==> src/orpld_defs.vh <==
// Constants for the OR-with-file and pointer-load decode block.
`ifndef ORPLD_DEFS_VH
`define ORPLD_DEFS_VH
`define ORPLD_OR_OPC      6'h04
`define ORPLD_LP_OPC1     10'h3b8
`define ORPLD_LP_OPC2     8'hf0
`define ORPLD_NUM_PTR     2'h3
`define ORPLD_ACCESS_BANK 4'h0
`define ORPLD_Q4          4'h8
`define ORPLD_Q1          4'h1
`define ORPLD_PTR_RST     12'h000
`define ORPLD_PTR_W       12
`define ORPLD_OPC_HI      15
`define ORPLD_OR_OPC_LO   10
`define ORPLD_LP1_OPC_LO  6
`define ORPLD_LP2_OPC_LO  8
`define ORPLD_DEST_BIT    9
`define ORPLD_BANK_BIT    8
`define ORPLD_FADDR_HI    7
`define ORPLD_IDX_HI      5
`define ORPLD_IDX_LO      4
`define ORPLD_LITH_HI     3
`define ORPLD_LITL_HI     7
`define ORPLD_FIELD_LO    0
`define ORPLD_SIGN_BIT    7
`define ORPLD_HIGH_LSB    8
`define ORPLD_WORD_RST    16'h0000
`define ORPLD_BYTE_RST    8'h00
`define ORPLD_ADDR_RST    12'h000
`define ORPLD_SEL_RST     2'h0
`define ORPLD_BIT_RST     1'b0
`define ORPLD_BIT_SET     1'b1
`define ORPLD_ZERO_BYTE   8'h00
`define ORPLD_IDX_PAD     30'h0
`endif

==> src/orpld_decode.v <==
// Decode and execute of the OR-with-file and pointer-load instructions.
`timescale 1ns/1ns
`default_nettype none
`include "orpld_defs.vh"
module orpld_decode #(
	parameter NUM_PTR = 3
) (
	input  wire                            clk_sys,
	input  wire                            reset,
	input  wire [15:0]                     instr_word,
	input  wire                            instr_valid,
	input  wire [7:0]                      file_rdata,
	input  wire [3:0]                      bank_select_register,
	output reg  [11:0]                     file_addr,
	output reg  [7:0]                      file_wdata,
	output reg                             file_we,
	output reg  [7:0]                      accumulator,
	output reg                             flag_n,
	output reg                             flag_z,
	output reg  [NUM_PTR*`ORPLD_PTR_W-1:0] indirect_pointer,
	output reg                             busy,
	output reg                             illegal_word,
	output reg  [3:0]                      phase_out
);

	// One-hot codes of the two-word sequencer.
	localparam ST_IDLE = 2'b01;
	localparam ST_LP2  = 2'b10;

	// A pointer is as wide as the literal that the two words carry.
	localparam PTR_W = `ORPLD_PTR_W;
	localparam ALL_W = NUM_PTR * PTR_W;

	// Instruction cycle phase and its two decoded edges.
	wire [3:0]       phase;
	wire             at_q1;
	wire             at_q4;

	// Sequencer of the two-word pointer load.
	reg  [1:0]       state;
	reg  [1:0]       next_state;
	reg  [1:0]       ptr_sel;
	reg  [1:0]       next_ptr_sel;

	// Instruction word held for the whole instruction cycle.
	reg  [15:0]      cur_word;

	// Operand fields of the held word.
	wire [5:0]       word_opcode;
	wire [9:0]       word_lp_opcode;
	wire [7:0]       word_prefix;
	wire             word_dest;
	wire             word_bank;
	wire [7:0]       word_faddr;
	wire [1:0]       word_idx;
	wire [3:0]       word_lit_high;
	wire [7:0]       word_lit_low;

	// Decode results and the OR datapath.
	reg              is_or;
	reg              is_lp1;
	reg              is_lp2;
	reg  [7:0]       or_result;

	// Next contents of every pointer, built per entry below.
	wire [ALL_W-1:0] next_pointer;

	// Phase generator of the four-phase instruction cycle.
	orpld_phase u_phase (
		.clk_sys (clk_sys),
		.reset   (reset),
		.phase   (phase)
	);

	// Decoded phase markers.
	assign at_q1 = (phase == `ORPLD_Q1);
	assign at_q4 = (phase == `ORPLD_Q4);

	// Latches the word offered by fetch at the start of each instruction cycle.
	// An absent word becomes all zeros, which decodes as neither instruction.
	always @(posedge clk_sys or posedge reset) begin
		if (reset) begin
			cur_word <= `ORPLD_WORD_RST;
		end else if (at_q1) begin
			cur_word <= instr_valid ? instr_word : `ORPLD_WORD_RST;
		end
	end

	// Splits the held word into its operand fields.
	assign word_opcode    = cur_word[`ORPLD_OPC_HI:`ORPLD_OR_OPC_LO];
	assign word_lp_opcode = cur_word[`ORPLD_OPC_HI:`ORPLD_LP1_OPC_LO];
	assign word_prefix    = cur_word[`ORPLD_OPC_HI:`ORPLD_LP2_OPC_LO];
	assign word_dest      = cur_word[`ORPLD_DEST_BIT];
	assign word_bank      = cur_word[`ORPLD_BANK_BIT];
	assign word_faddr     = cur_word[`ORPLD_FADDR_HI:`ORPLD_FIELD_LO];
	assign word_idx       = cur_word[`ORPLD_IDX_HI:`ORPLD_IDX_LO];
	assign word_lit_high  = cur_word[`ORPLD_LITH_HI:`ORPLD_FIELD_LO];
	assign word_lit_low   = cur_word[`ORPLD_LITL_HI:`ORPLD_FIELD_LO];

	// Classifies the held word; an index past the last pointer is refused.
	always @* begin
		is_or     = (word_opcode == `ORPLD_OR_OPC);
		is_lp1    = (state == ST_IDLE) && (word_lp_opcode == `ORPLD_LP_OPC1)
			&& ({`ORPLD_IDX_PAD, word_idx} < NUM_PTR);
		is_lp2    = (state == ST_LP2) && (word_prefix == `ORPLD_LP_OPC2);
		or_result = accumulator | file_rdata;
	end

	// Drives the data memory address from the operand and the bank bit.
	// Bank bit one uses the bank select; zero forces the fast access bank.
	always @(posedge clk_sys or posedge reset) begin
		if (reset) begin
			file_addr <= `ORPLD_ADDR_RST;
		end else if (word_bank) begin
			file_addr <= {bank_select_register, word_faddr};
		end else begin
			file_addr <= {`ORPLD_ACCESS_BANK, word_faddr};
		end
	end

	// Next state of the two-word sequence; it moves only on the Q4 edge.
	always @* begin
		next_state   = state;
		next_ptr_sel = ptr_sel;
		if (at_q4) begin
			case (state)
				ST_IDLE: begin
					if (is_lp1) begin
						next_state   = ST_LP2;
						next_ptr_sel = word_idx;
					end
				end
				ST_LP2: begin
					next_state = ST_IDLE;
				end
				default: begin
					next_state = ST_IDLE;
				end
			endcase
		end
	end

	// Sequencer registers; the selected index is kept for the second word.
	always @(posedge clk_sys or posedge reset) begin
		if (reset) begin
			state   <= ST_IDLE;
			ptr_sel <= `ORPLD_SEL_RST;
			busy    <= `ORPLD_BIT_RST;
		end else begin
			state   <= next_state;
			ptr_sel <= next_ptr_sel;
			busy    <= (next_state == ST_LP2);
		end
	end

	// Builds the next value of each pointer from the two words of a load.
	// Only the entry named by the index moves; the others hold their value.
	genvar gi;
	generate
		for (gi = 0; gi < NUM_PTR; gi = gi + 1) begin : g_ptr
			// Index of this entry, as an integer for comparison with the operand.
			localparam integer PTR_IDX = gi;
			wire [PTR_W-1:0] cur_ptr;
			wire             hit_high;
			wire             hit_low;
			assign cur_ptr  = indirect_pointer[gi*PTR_W +: PTR_W];
			assign hit_high = at_q4 && is_lp1 && ({`ORPLD_IDX_PAD, word_idx} == PTR_IDX);
			assign hit_low  = at_q4 && is_lp2 && ({`ORPLD_IDX_PAD, ptr_sel} == PTR_IDX);
			// First cycle loads the upper bits, the second cycle the low byte.
			assign next_pointer[gi*PTR_W +: PTR_W] =
				hit_high ? {word_lit_high, cur_ptr[`ORPLD_HIGH_LSB-1:0]} :
				hit_low  ? {cur_ptr[PTR_W-1:`ORPLD_HIGH_LSB], word_lit_low} :
				cur_ptr;
		end
	endgenerate

	// Pointer bank register; all pointers clear on reset.
	always @(posedge clk_sys or posedge reset) begin
		if (reset) begin
			indirect_pointer <= {NUM_PTR{`ORPLD_PTR_RST}};
		end else begin
			indirect_pointer <= next_pointer;
		end
	end

	// Flags a second word without the load prefix; the low byte then stays as it was.
	always @(posedge clk_sys or posedge reset) begin
		if (reset) begin
			illegal_word <= `ORPLD_BIT_RST;
		end else if (at_q4) begin
			illegal_word <= (state == ST_LP2) && !is_lp2;
		end
	end

	// Follows the phase one clock late for observers outside the block.
	always @(posedge clk_sys or posedge reset) begin
		if (reset) begin
			phase_out <= `ORPLD_Q1;
		end else begin
			phase_out <= phase;
		end
	end

	// Executes the OR on the Q4 edge; the second word of a load never runs as an OR.
	// Flags follow every OR result, whichever destination it goes to.
	always @(posedge clk_sys or posedge reset) begin
		if (reset) begin
			accumulator <= `ORPLD_BYTE_RST;
			flag_n      <= `ORPLD_BIT_RST;
			flag_z      <= `ORPLD_BIT_RST;
			file_wdata  <= `ORPLD_BYTE_RST;
			file_we     <= `ORPLD_BIT_RST;
		end else begin
			file_we <= `ORPLD_BIT_RST;
			if (at_q4 && state == ST_IDLE && is_or) begin
				flag_n <= or_result[`ORPLD_SIGN_BIT];
				flag_z <= (or_result == `ORPLD_ZERO_BYTE);
				if (word_dest) begin
					file_wdata <= or_result;
					file_we    <= `ORPLD_BIT_SET;
				end else begin
					accumulator <= or_result;
				end
			end
		end
	end
endmodule // orpld_decode
`default_nettype wire

==> src/orpld_phase.v <==
// Four-phase instruction cycle generator.
`timescale 1ns/1ns
`default_nettype none
`include "orpld_defs.vh"
module orpld_phase (
	input  wire       clk_sys,
	input  wire       reset,
	output reg  [3:0] phase
);
	// Rotates a one-hot phase marker Q1..Q4.
	always @(posedge clk_sys or posedge reset) begin
		if (reset) begin
			phase <= `ORPLD_Q1;
		end else begin
			phase <= {phase[2:0], phase[3]};
		end
	end
endmodule // orpld_phase
`default_nettype wire

==> config.mk <==
export PLATFORM = sky130hd
export DESIGN_NAME = orpld_decode
export DESIGN_NICKNAME = d
export VERILOG_FILES = /design/src/orpld_decode.v /design/src/orpld_phase.v
export VERILOG_INCLUDE_DIRS = /design/src
export SDC_FILE = /design/constraint.sdc
export NUM_CORES = 1
export LEC_CHECK = 0
export ABC_AREA = 1
export BUFFER_PORTS_ARGS = -buffer_cell sky130_fd_sc_hd__clkbuf_2
export CORE_MARGIN = 4
export CORE_UTILIZATION = 50
export CTS_CLUSTER_SIZE = 16
export DETAILED_ROUTE_END_ITERATION = 10
export HOLD_SLACK_MARGIN = 0.08
export PLACE_DENSITY = 0.8
export RECOVER_POWER = 100
export SLEW_MARGIN = 5
export SYNTH_ARGS = -nofsm -noshare
export SYNTH_HDL_FRONTEND = slang
export SYNTH_SLANG_ARGS = --single-unit
==> constraint.sdc <==
create_clock -name clk_sys -period 4.8 [get_ports clk_sys]
set_input_delay 0.48 -clock clk_sys [delete_from_list [all_inputs] [get_ports clk_sys]]
set_output_delay 0.48 -clock clk_sys [all_outputs]
set_load 0.05 [all_outputs]
After elaboration in Yosys (flattened, before gate mapping)

Index checks and enable logic that the tools add are counted.
W data, S select, Z words.

Register bits: 97
Bits in latches: 0
RAM bits: 0
Bits in read-only memories: 0
Input bits: 31
Memories: 0

Add/subtract/negate cells: 0
Multipliers: 0
Div/mod/pow operators: 0
Order comparisons: 1
Equal/unequal tests: 12
Shifts and indexed selects: 0
Mux-type cells: 13
Bitwise operators: 5
Reduce and logical (&&, ||, !) cells: 24

Operator list:

| kind                   | count |
|---|---|
| $mux W12               | 4 |
| $mux W8                | 3 |
| $mux W16               | 1 |
| $logic_and A1 B1 Y1    | 14 |
| $eq A10 B10 Y1 const B | 1 |
| $reduce_and A2 Y1      | 5 |
| $eq A2 B2 Y1 const B   | 4 |
| $eq A8 B8 Y1 const B   | 1 |
| $logic_not A8 Y1       | 1 |
| $or A8 B8 Y8           | 1 |
| $eq A2 B1 Y1 const B   | 3 |
| $eq A6 B3 Y1 const B   | 1 |
| $mux W2                | 3 |
| $eq A4 B1 Y1 const B   | 1 |
| $eq A4 B4 Y1 const B   | 1 |
| $logic_not A2 Y1       | 2 |
| $not A1 Y1             | 4 |
| $reduce_and A3 Y1      | 1 |
| $lt A2 B2 Y1 const B   | 1 |
| $mux W1                | 2 |
| $logic_not A1 Y1       | 1 |

Longest topological paths before layout

Gate-level depths: netlist of run 1.

Word-level depth: 7
Depth in mapped cells: 9
Gate-level depth less buffers: 8

Modules after synthesis

From an unflattened synthesis of run 1, not the netlist that was laid out.

Cells, all modules: 422
Area total of the unflattened synthesis: 3985.1 um^2

Modules (own cells, without submodules):

| module       | instances | cells each | area an instance (um^2) | seq. area each (um^2) |
|---|---|---|---|---|
| orpld_decode | 1         | 417        | 3880.0                  | 2329.7 |
| orpld_phase  | 1         | 5          | 105.1                   | 101.3 |

Worst setup path before layout of run 1

No wires, ideal clock.

Kind: register -> register
Start point: register state[0]
End point: register accumulator[1]
Setup time: 0.119 ns
Arrival time: 1.251 ns
Data required time: 4.681 ns
Path slack: 3.430 ns
Stages on the path, launching flop included: 9
Buffers on the path: 1
Clock period less this slack: 1.370 ns
Path through: dfstp_2 > inv_1 > nor2_1 > nand2_2 > nor2_1 > buf_4 > nand2_4 > nand2_1 > nand2_1

Word-level cells in the longest chain between the ends: 4

Ends and longest elaborated chain:

| item                               | line               | text |
|---|---|---|
| start: declaration                 | orpld_decode.v:40  | `reg [1:0] state;` |
| start signal: assignment           | orpld_decode.v:150 | `state <= next_state;` |
| $eq A2 B1 Y1                       | orpld_decode.v:215 | `if (at_q4 && state == ST_IDLE && is_or) begin` |
| $logic_and A1 B1 Y1 (2 in series)  | orpld_decode.v:215 |  |
| $reduce_and A2 Y1 (no source line) | n/a                |  |
| end signal: assignment             | orpld_decode.v:208 | `` accumulator <= `ORPLD_BYTE_RST; `` |
| end signal: assignment             | orpld_decode.v:222 | `accumulator <= or_result;` |
| end: declaration                   | orpld_decode.v:17  | `output reg [7:0] accumulator,` |

Every way passes these cells.
A chain may end at the register's enable or synchronous reset.

Worst setup path in the final report of run 1

Start point: register u_phase.phase[1]
End point: register accumulator[2]

Word-level cells in the longest chain between the ends: 4

Ends and longest elaborated chain:

| item                               | line               | text |
|---|---|---|
| start: declaration                 | orpld_phase.v:8    | `output reg [3:0] phase` |
| start signal: assignment           | orpld_phase.v:13   | `` phase <= `ORPLD_Q1; `` |
| start signal: assignment           | orpld_phase.v:15   | `phase <= {phase[2:0], phase[3]};` |
| $eq A4 B4 Y1 (no source line)      | n/a                |  |
| $logic_and A1 B1 Y1 (2 in series)  | orpld_decode.v:215 |  |
| $reduce_and A2 Y1 (no source line) | n/a                |  |

Every way passes these cells.

==> results of run 1 <==
-- power by group through the flow --
stage	clock (uW)	sequential, uW	combinational [uW]
2_1_floorplan	0	824	14.7
3_3_place_gp	0	818	39.7
3_5_place_dp	0	818	40.4
4_1_cts	530	802	40.5
5_1_grt	568	802	44.0
6_report	520	802	38.6
-- sequential cells by signal (all words and copies together) (netlist names) --
| name | count |
|---|---|
| indirect_pointer | 36 |
| cur_word | 16 |
| file_addr | 12 |
| accumulator | 8 |
| file_wdata | 8 |
| phase_out | 4 |
| ptr_sel | 2 |
| state | 2 |
| u_phase.phase | 2 |
| busy | 1 |
| file_we | 1 |
| flag_n | 1 |
| flag_z | 1 |
| illegal_word | 1 |
-- cell usage in the layout, fill, tap and decap left out, drive strengths merged --
cell and n:
a22oi 1, buf 1, bufinv 1, clkbuf 114, clkinv 6, clkinvlp 2, dfrtp 92, dfstp 3
inv 36, nand2 135, nand3 57, nand4 17, nor2 32, nor3 3, nor4 1, o21ai 27
o31ai 1, or2 4
-- worst paths after layout --
check	cells past startpoint	from	to	slack [ns]
worst min-delay path	3	bank_select_register[1]	file_addr[9]$_DFF_PP0_	0.30
min in group asynchronous	2	reset	indirect_pointer[26]$_DFFE_PP0P_	0.69
worst min register to register	0	u_phase.phase[1]$_DFF_PP0_	phase_out[1]$_DFF_PP0_	0.39
max in group asynchronous	3	reset	state[0]$_DFF_PP1_	2.73
worst max register to register	9	u_phase.phase[1]$_DFF_PP0_	accumulator[2]$_DFFE_PP0P_	2.10
worst max-delay path	9	u_phase.phase[1]$_DFF_PP0_	accumulator[2]$_DFFE_PP0P_	2.10
-- per-layer routing --
layer	vias up	routed length, um	part of all wire	global-route usage
li1	1574	-	-	-
met1	1515	4000	0.45	0.277
met2	124	4090	0.46	0.311
met3	15	664	0.074	0.0503
met4	0	183	0.020	0.0794
met5	-	0	0	0
-- worst reg2reg max path, delay by kind of cell (launching register included) --
kind	cells	cell delay [ns]
flops	1	0.39
buf+inv	2	0.73
simple gates	7	1.49
-- through the flow --
step                      power, uW  std cells
after floorplan                 839        426
after global placement          857        619
after CTS                      1370        635
after detailed placement        858        619
final                          1360        635
after global routing           1410        635
-- cell families after synthesis --
family	count (synthesis)
simple gates	249
compound gates	29
buf+inv	53
flops	95
-- layout make-up --
type                       instances  area, sq um
timing repair buffer             106          439
clock buffer                       9          124
multi-input combinational        278         1230
tap                              102          128
inverter                          38          144
fill                             730         3170
sequential                        95         2380
clock inverter                     7         73.8
==> impl_metrics.yaml, run 1 <==
route:
  first_iter_violations: 164
  route.final.wire_length_um: 8940
  ant_nets: 0
  num_vias: 3228
  remaining_drcs: 0
  vias_per_cell: 5.08
  drt_first_pass_iters: 5
  drt-wirelength-per-cell_um: 14.1
power:
  peak_vdd_ir_mv: 0.144
  seqPwrFrac: 0.589
  power_switching_share: 0.226
  clock_power_share: 0.382
  intPower_uw: 1050
  p_leak_uw: 0.00216
  p_sw_uw: 308
  combinationalPowerShare: 0.028
  p_per_area_nw_per_um2: 301
timing:
  slew_viol_final: 55
  tightest_slew_ns: 2.26
  timing.max_slew.rel_slack: -0.516
  layout_worst_path_cycle_share: 0.562
  finalHoldViolCount: 0
  tns_ns: 0
  layout_min_cycle_time_ns: 2.70
  count_of_endpoints_failing_setup_in_the_final_report: 0
  worst_slack_ns: 2.10
  max_freq_ghz: 0.370
  setup_repair_after_global_routing_missed_its_margin: "false"
  fin_worst_hold_slack_ns: 0.302
  fin_skew_ns: 0.0135
status:
  failed_checks: "capacitance limit, slew limit"
  outcome: "finished with violations"
synthesis:
  post_synth.cell_area_avg_sq_um: 9.21
  synth-seq-area-share: 0.607
  share_of_flip_flops_with_an_asynchronous_set_or_reset_after_synthesis: 1.00
  synth-xor-area-share: 0
  syn-instance-count: 426
  synth-edff-count: 0
  largest_family_of_logic_cells_by_synthesized_area: "simple AND/OR/NAND/NOR gates"
  yosysWarnings: 0
  postSynthNetCount: 457
  netlist.top_cell.by_area: "sky130_fd_sc_hd__dfrtp_1"
  synth-compound-area-share: 0.0450
  ys_dominant_reg_cell: "sky130_fd_sc_hd__dfrtp_1"
  ys_seq_elements: 95
  synthesized_area_fraction_occupied_by_and_or_nand_nor_cells: 0.288
  synth_mux_area_frac: 0
  yosys.area_share.adder: 0
  yosys.cell_count.top_type: "sky130_fd_sc_hd__nand2_1"
  syn_area_sq_um: 3920
  ys_top_cells_by_count: "sky130_fd_sc_hd__nand2_1, sky130_fd_sc_hd__dfrtp_1, sky130_fd_sc_hd__nand3_1"
  synthDistinctLibCells: 26
  yosys-top-cells-area: "sky130_fd_sc_hd__dfrtp_1, sky130_fd_sc_hd__nand2_1, sky130_fd_sc_hd__nand3_1"
  yosysTopAreaCellShare: 0.587
job:
  cap_violations: 1
layout:
  finalCoreUtilization: 0.588
  drive_above_1_share: 0.118
  antenna-diode-count: 0
  final_net_count: 559
  syn2layout_area_growth_pct: 15.2
  fin_area_sq_um: 4520
critical_path:
  worst_path_required_time_ns: 5.06
  max_stage_delay_ns: 0.60
  path_delay_family: "simple AND/OR/NAND/NOR gates"
  cp_capture_type: "register"
  crit_buf_inv: 2
  path_class: "register to register"
  crit_fanout: 20
  worst_ep_arrival_time_ns: 2.96
  worst_setup_path_start_kind: "register"
  crit_path_cell_trace: "nor2_1 > clkinv_1 > nor2_1 > nand2_2 > nor2_1 > clkbuf_1 > nand2_1 > nand2_1 > nand2_1"
  critPathSlowestCell: "sky130_fd_sc_hd__clkbuf_1"
die:
  core_area_sq_um: 7690
  design.die.area_sq_um: 9330
  design.portCount: 104
  rows: 32
  die_x_um: 96.6
  initial_core_util: 0.510
  chipHeight_um: 96.6
global_routing:
  grt_usage: 0.202
  first_global_vias: 3031
  grt_first_pass_wirelength_um: 14300
  maximum_number_of_pins_on_one_net_before_global_route_repair: 55
  antenna_found_initial: 0
  total_congestion_overflow: 0
clock_network:
  cts-resized-gates: 0
  clock_path_buffers: 2
  worst_skew_pair_latency_ns: 0.37
  tritoncts_clock_tree: "done"
  cts_root_buf: "sky130_fd_sc_hd__clkbuf_8"
  postCtsHoldBufs: 0
  htreeDepth: 3
  cts-buffers-inserted: 9
  cts_num_sinks: 95
  clk_pin_slew_worst_paths_ns: 0.09
  post-cts-setup-buffer-count: 0
min_path:
  worst_hold_path_type: "input port to register"
placement:
  post_dp_cell_area_sq_um: 4500
  gp_congestion: 0.831
  pre_cts_ws_ns: 3.01
  dpl.hpwl_um: 6410
  portBuffers: 103
Power figures use the tool's default switching activity.
==> inputs of run 2 (changes only) <==
--- a/config.mk
+++ b/config.mk
@@ -9,11 +9,11 @@
 export ABC_AREA = 1
 export BUFFER_PORTS_ARGS = -buffer_cell sky130_fd_sc_hd__clkbuf_2
 export CORE_MARGIN = 4
-export CORE_UTILIZATION = 50
+export CORE_UTILIZATION = 47
 export CTS_CLUSTER_SIZE = 16
 export DETAILED_ROUTE_END_ITERATION = 10
 export HOLD_SLACK_MARGIN = 0.08
-export PLACE_DENSITY = 0.8
+export PLACE_DENSITY = 0.79
 export RECOVER_POWER = 100
 export SLEW_MARGIN = 5
 export SYNTH_ARGS = -nofsm -noshare
==> constraint.sdc (replaced) <==
create_clock -name clk_sys -period 2.2 [get_ports clk_sys]
set_input_delay 0.22 -clock clk_sys [delete_from_list [all_inputs] [get_ports clk_sys]]
set_output_delay 0.22 -clock clk_sys [all_outputs]
set_load 0.05 [all_outputs]
==> run 2 against run 1 <==
  * The flow now finishes without violations
  * Non-clock buffer count rose by 8
  * Register-to-register slack got worse by 1.8 ns
  * Critical path type unchanged
  * Largest cell class unchanged
  * Power rose by 120%
  * Cell count rose by 1.7%
  * Clock power rose by 130%
  * Sequential share of layout area fell by 1.5 points
==> impl_metrics.yaml, run 2 (synthesized netlist as in run 1, its figures left out) <==
status:
  outcome: "finished, final reports clean"
global_routing:
  grt_usage: 0.196
  total_congestion_overflow: 0
  antenna_found_initial: 0
  grt_first_pass_wirelength_um: 15400
  maximum_number_of_pins_on_one_net_before_global_route_repair: 96
  first_global_vias: 3245
route:
  drt-wirelength-per-cell_um: 14.2
  ant_nets: 0
  route.final.wire_length_um: 9200
  vias_per_cell: 5.13
  drt_first_pass_iters: 4
  num_vias: 3315
  remaining_drcs: 0
  first_iter_violations: 157
clock_network:
  postCtsHoldBufs: 6
  cts_root_buf: "sky130_fd_sc_hd__clkbuf_8"
  clk_pin_slew_worst_paths_ns: 0.10
  cts-buffers-inserted: 9
  clock_path_buffers: 2
  post-cts-setup-buffer-count: 0
  htreeDepth: 3
  cts_num_sinks: 95
  cts-resized-gates: 0
  worst_skew_pair_latency_ns: 0.36
  tritoncts_clock_tree: "done"
critical_path:
  path_class: "register to register"
  crit_fanout: 13
  worst_ep_arrival_time_ns: 2.21
  cp_capture_type: "register"
  worst_setup_path_start_kind: "register"
  worst_path_required_time_ns: 2.47
timing:
  setup_repair_after_global_routing_missed_its_margin: "false"
  layout_min_cycle_time_ns: 1.94
  tns_ns: 0
  max_freq_ghz: 0.516
  fin_skew_ns: 0.0104
  layout_worst_path_cycle_share: 0.881
  finalHoldViolCount: 0
  worst_slack_ns: 0.261
  tightest_slew_ns: 1.25
  count_of_endpoints_failing_setup_in_the_final_report: 0
  slew_viol_final: 0
  timing.max_slew.rel_slack: 0.168
layout:
  fillers: 786
  multi_input_logic_area_sq_um: 1270
  largest_registers: "indirect_pointer x36, cur_word x16, file_addr x12"
  seqCellArea_sq_um: 2380
  drive_above_1_share: 0.133
  layout.cells.most_common_list: "sky130_fd_sc_hd__nand2_1, sky130_fd_sc_hd__dfrtp_1, sky130_fd_sc_hd__clkbuf_1"
  final_net_count: 567
  layout_commonest_cell: "sky130_fd_sc_hd__nand2_1"
  largest_register_ff_count: 36
  antenna-diode-count: 0
  syn2layout_area_growth_pct: 18.5
  top_register: "indirect_pointer"
die:
  die_x_um: 99.4
  design.die.area_sq_um: 9870
  initial_core_util: 0.480
  core_area_sq_um: 8180
  rows: 33
  design.portCount: 104
  chipHeight_um: 99.4
power:
  peak_vdd_ir_mv: 0.325
  p_leak_uw: 0.00223
  p_per_area_nw_per_um2: 650
placement:
  portBuffers: 103
  gp_congestion: 0.823
  pre_cts_ws_ns: 0.462
  dpl.hpwl_um: 6650
min_path:
  worst_hold_path_type: "input port to register"
job:
  cap_violations: 0
[run 2: changes by cell type in the layout (fill, tap and decap cells not counted), moves of 2 or more]
| cell | delta |
|---|---|
| sky130_fd_sc_hd__dlygate4sd3_1 | +6 |
| sky130_fd_sc_hd__nor2_1 | -2 |
| sky130_fd_sc_hd__nand2_4 | +2 |
| sky130_fd_sc_hd__clkinv_4 | -2 |
| sky130_fd_sc_hd__nand2_1 | -2 |
| sky130_fd_sc_hd__inv_6 | +2 |
| sky130_fd_sc_hd__nor2_4 | +3 |
[run 2: area by class of cell]
class,count,area share
well taps,105,0.0283
clock buffers,9,0.0267
multi-input cells,278,0.274
clock inverters,7,0.0172
repair buffers,114,0.110
flip-flops and latches,95,0.512
inverters,38,0.0315
[run 2: metal layers]
metal	global-route usage	wire length (um)	up-vias	part of all wire
met5	0	0	-	0
met4	0.0777	112	0	0.012
met3	0.0442	606	13	0.066
met2	0.314	4470	113	0.49
met1	0.261	4010	1597	0.44
li1	-	-	1592	-
[run 2: path summary, 6_finish.rpt]
kind | start | endpoint | slack (ns) | cells after the start
setup / recovery | cur_word[9]$_DFFE_PP0N_ | indirect_pointer[29]$_DFFE_PP0P_ | 0.26 | 9
hold / removal | instr_word[15] | cur_word[15]$_DFFE_PP0N_ | 0.09 | 3
setup reg to reg | cur_word[9]$_DFFE_PP0N_ | indirect_pointer[29]$_DFFE_PP0P_ | 0.26 | 9
hold reg to reg | u_phase.phase[1]$_DFF_PP0_ | phase_out[1]$_DFF_PP0_ | 0.40 | 0
max in group asynchronous | reset | indirect_pointer[33]$_DFFE_PP0N_ | 0.56 | 4
min in group asynchronous | reset | file_addr[11]$_DFF_PP0_ | 0.85 | 4
[run 2: per-stage QoR]
stage               area [sq um]  total power [uW]  instances   util  hold WS, ns
global route                4650              3130        646  0.568        0.100
finish                      4650              3020        646  0.568       0.0923
global placement            4530              1870        624  0.554        0.382
CTS                         4790              3050        646  0.586       0.0829
floorplan                   3930              1830        426      -        0.324
detailed placement          4530              1880        624  0.554        0.383
[run 2: critical path, stage by stage (launching register included)]
cell,delay (ns)
sky130_fd_sc_hd__dfrtp_1,0.54
sky130_fd_sc_hd__inv_1,0.10
sky130_fd_sc_hd__clkbuf_1,0.50
sky130_fd_sc_hd__nand2_1,0.13
sky130_fd_sc_hd__nor2_1,0.14
sky130_fd_sc_hd__nand2_1,0.06
sky130_fd_sc_hd__nor2_1,0.17
sky130_fd_sc_hd__nand3_1,0.09
sky130_fd_sc_hd__nand2_1,0.07
sky130_fd_sc_hd__inv_1,0.03
[run 2: power by group]
part / switching (uW) / internal, uW
combinational: 62.3 / 29.5
sequential: 0.954 / 1750
clock: 636 / 541
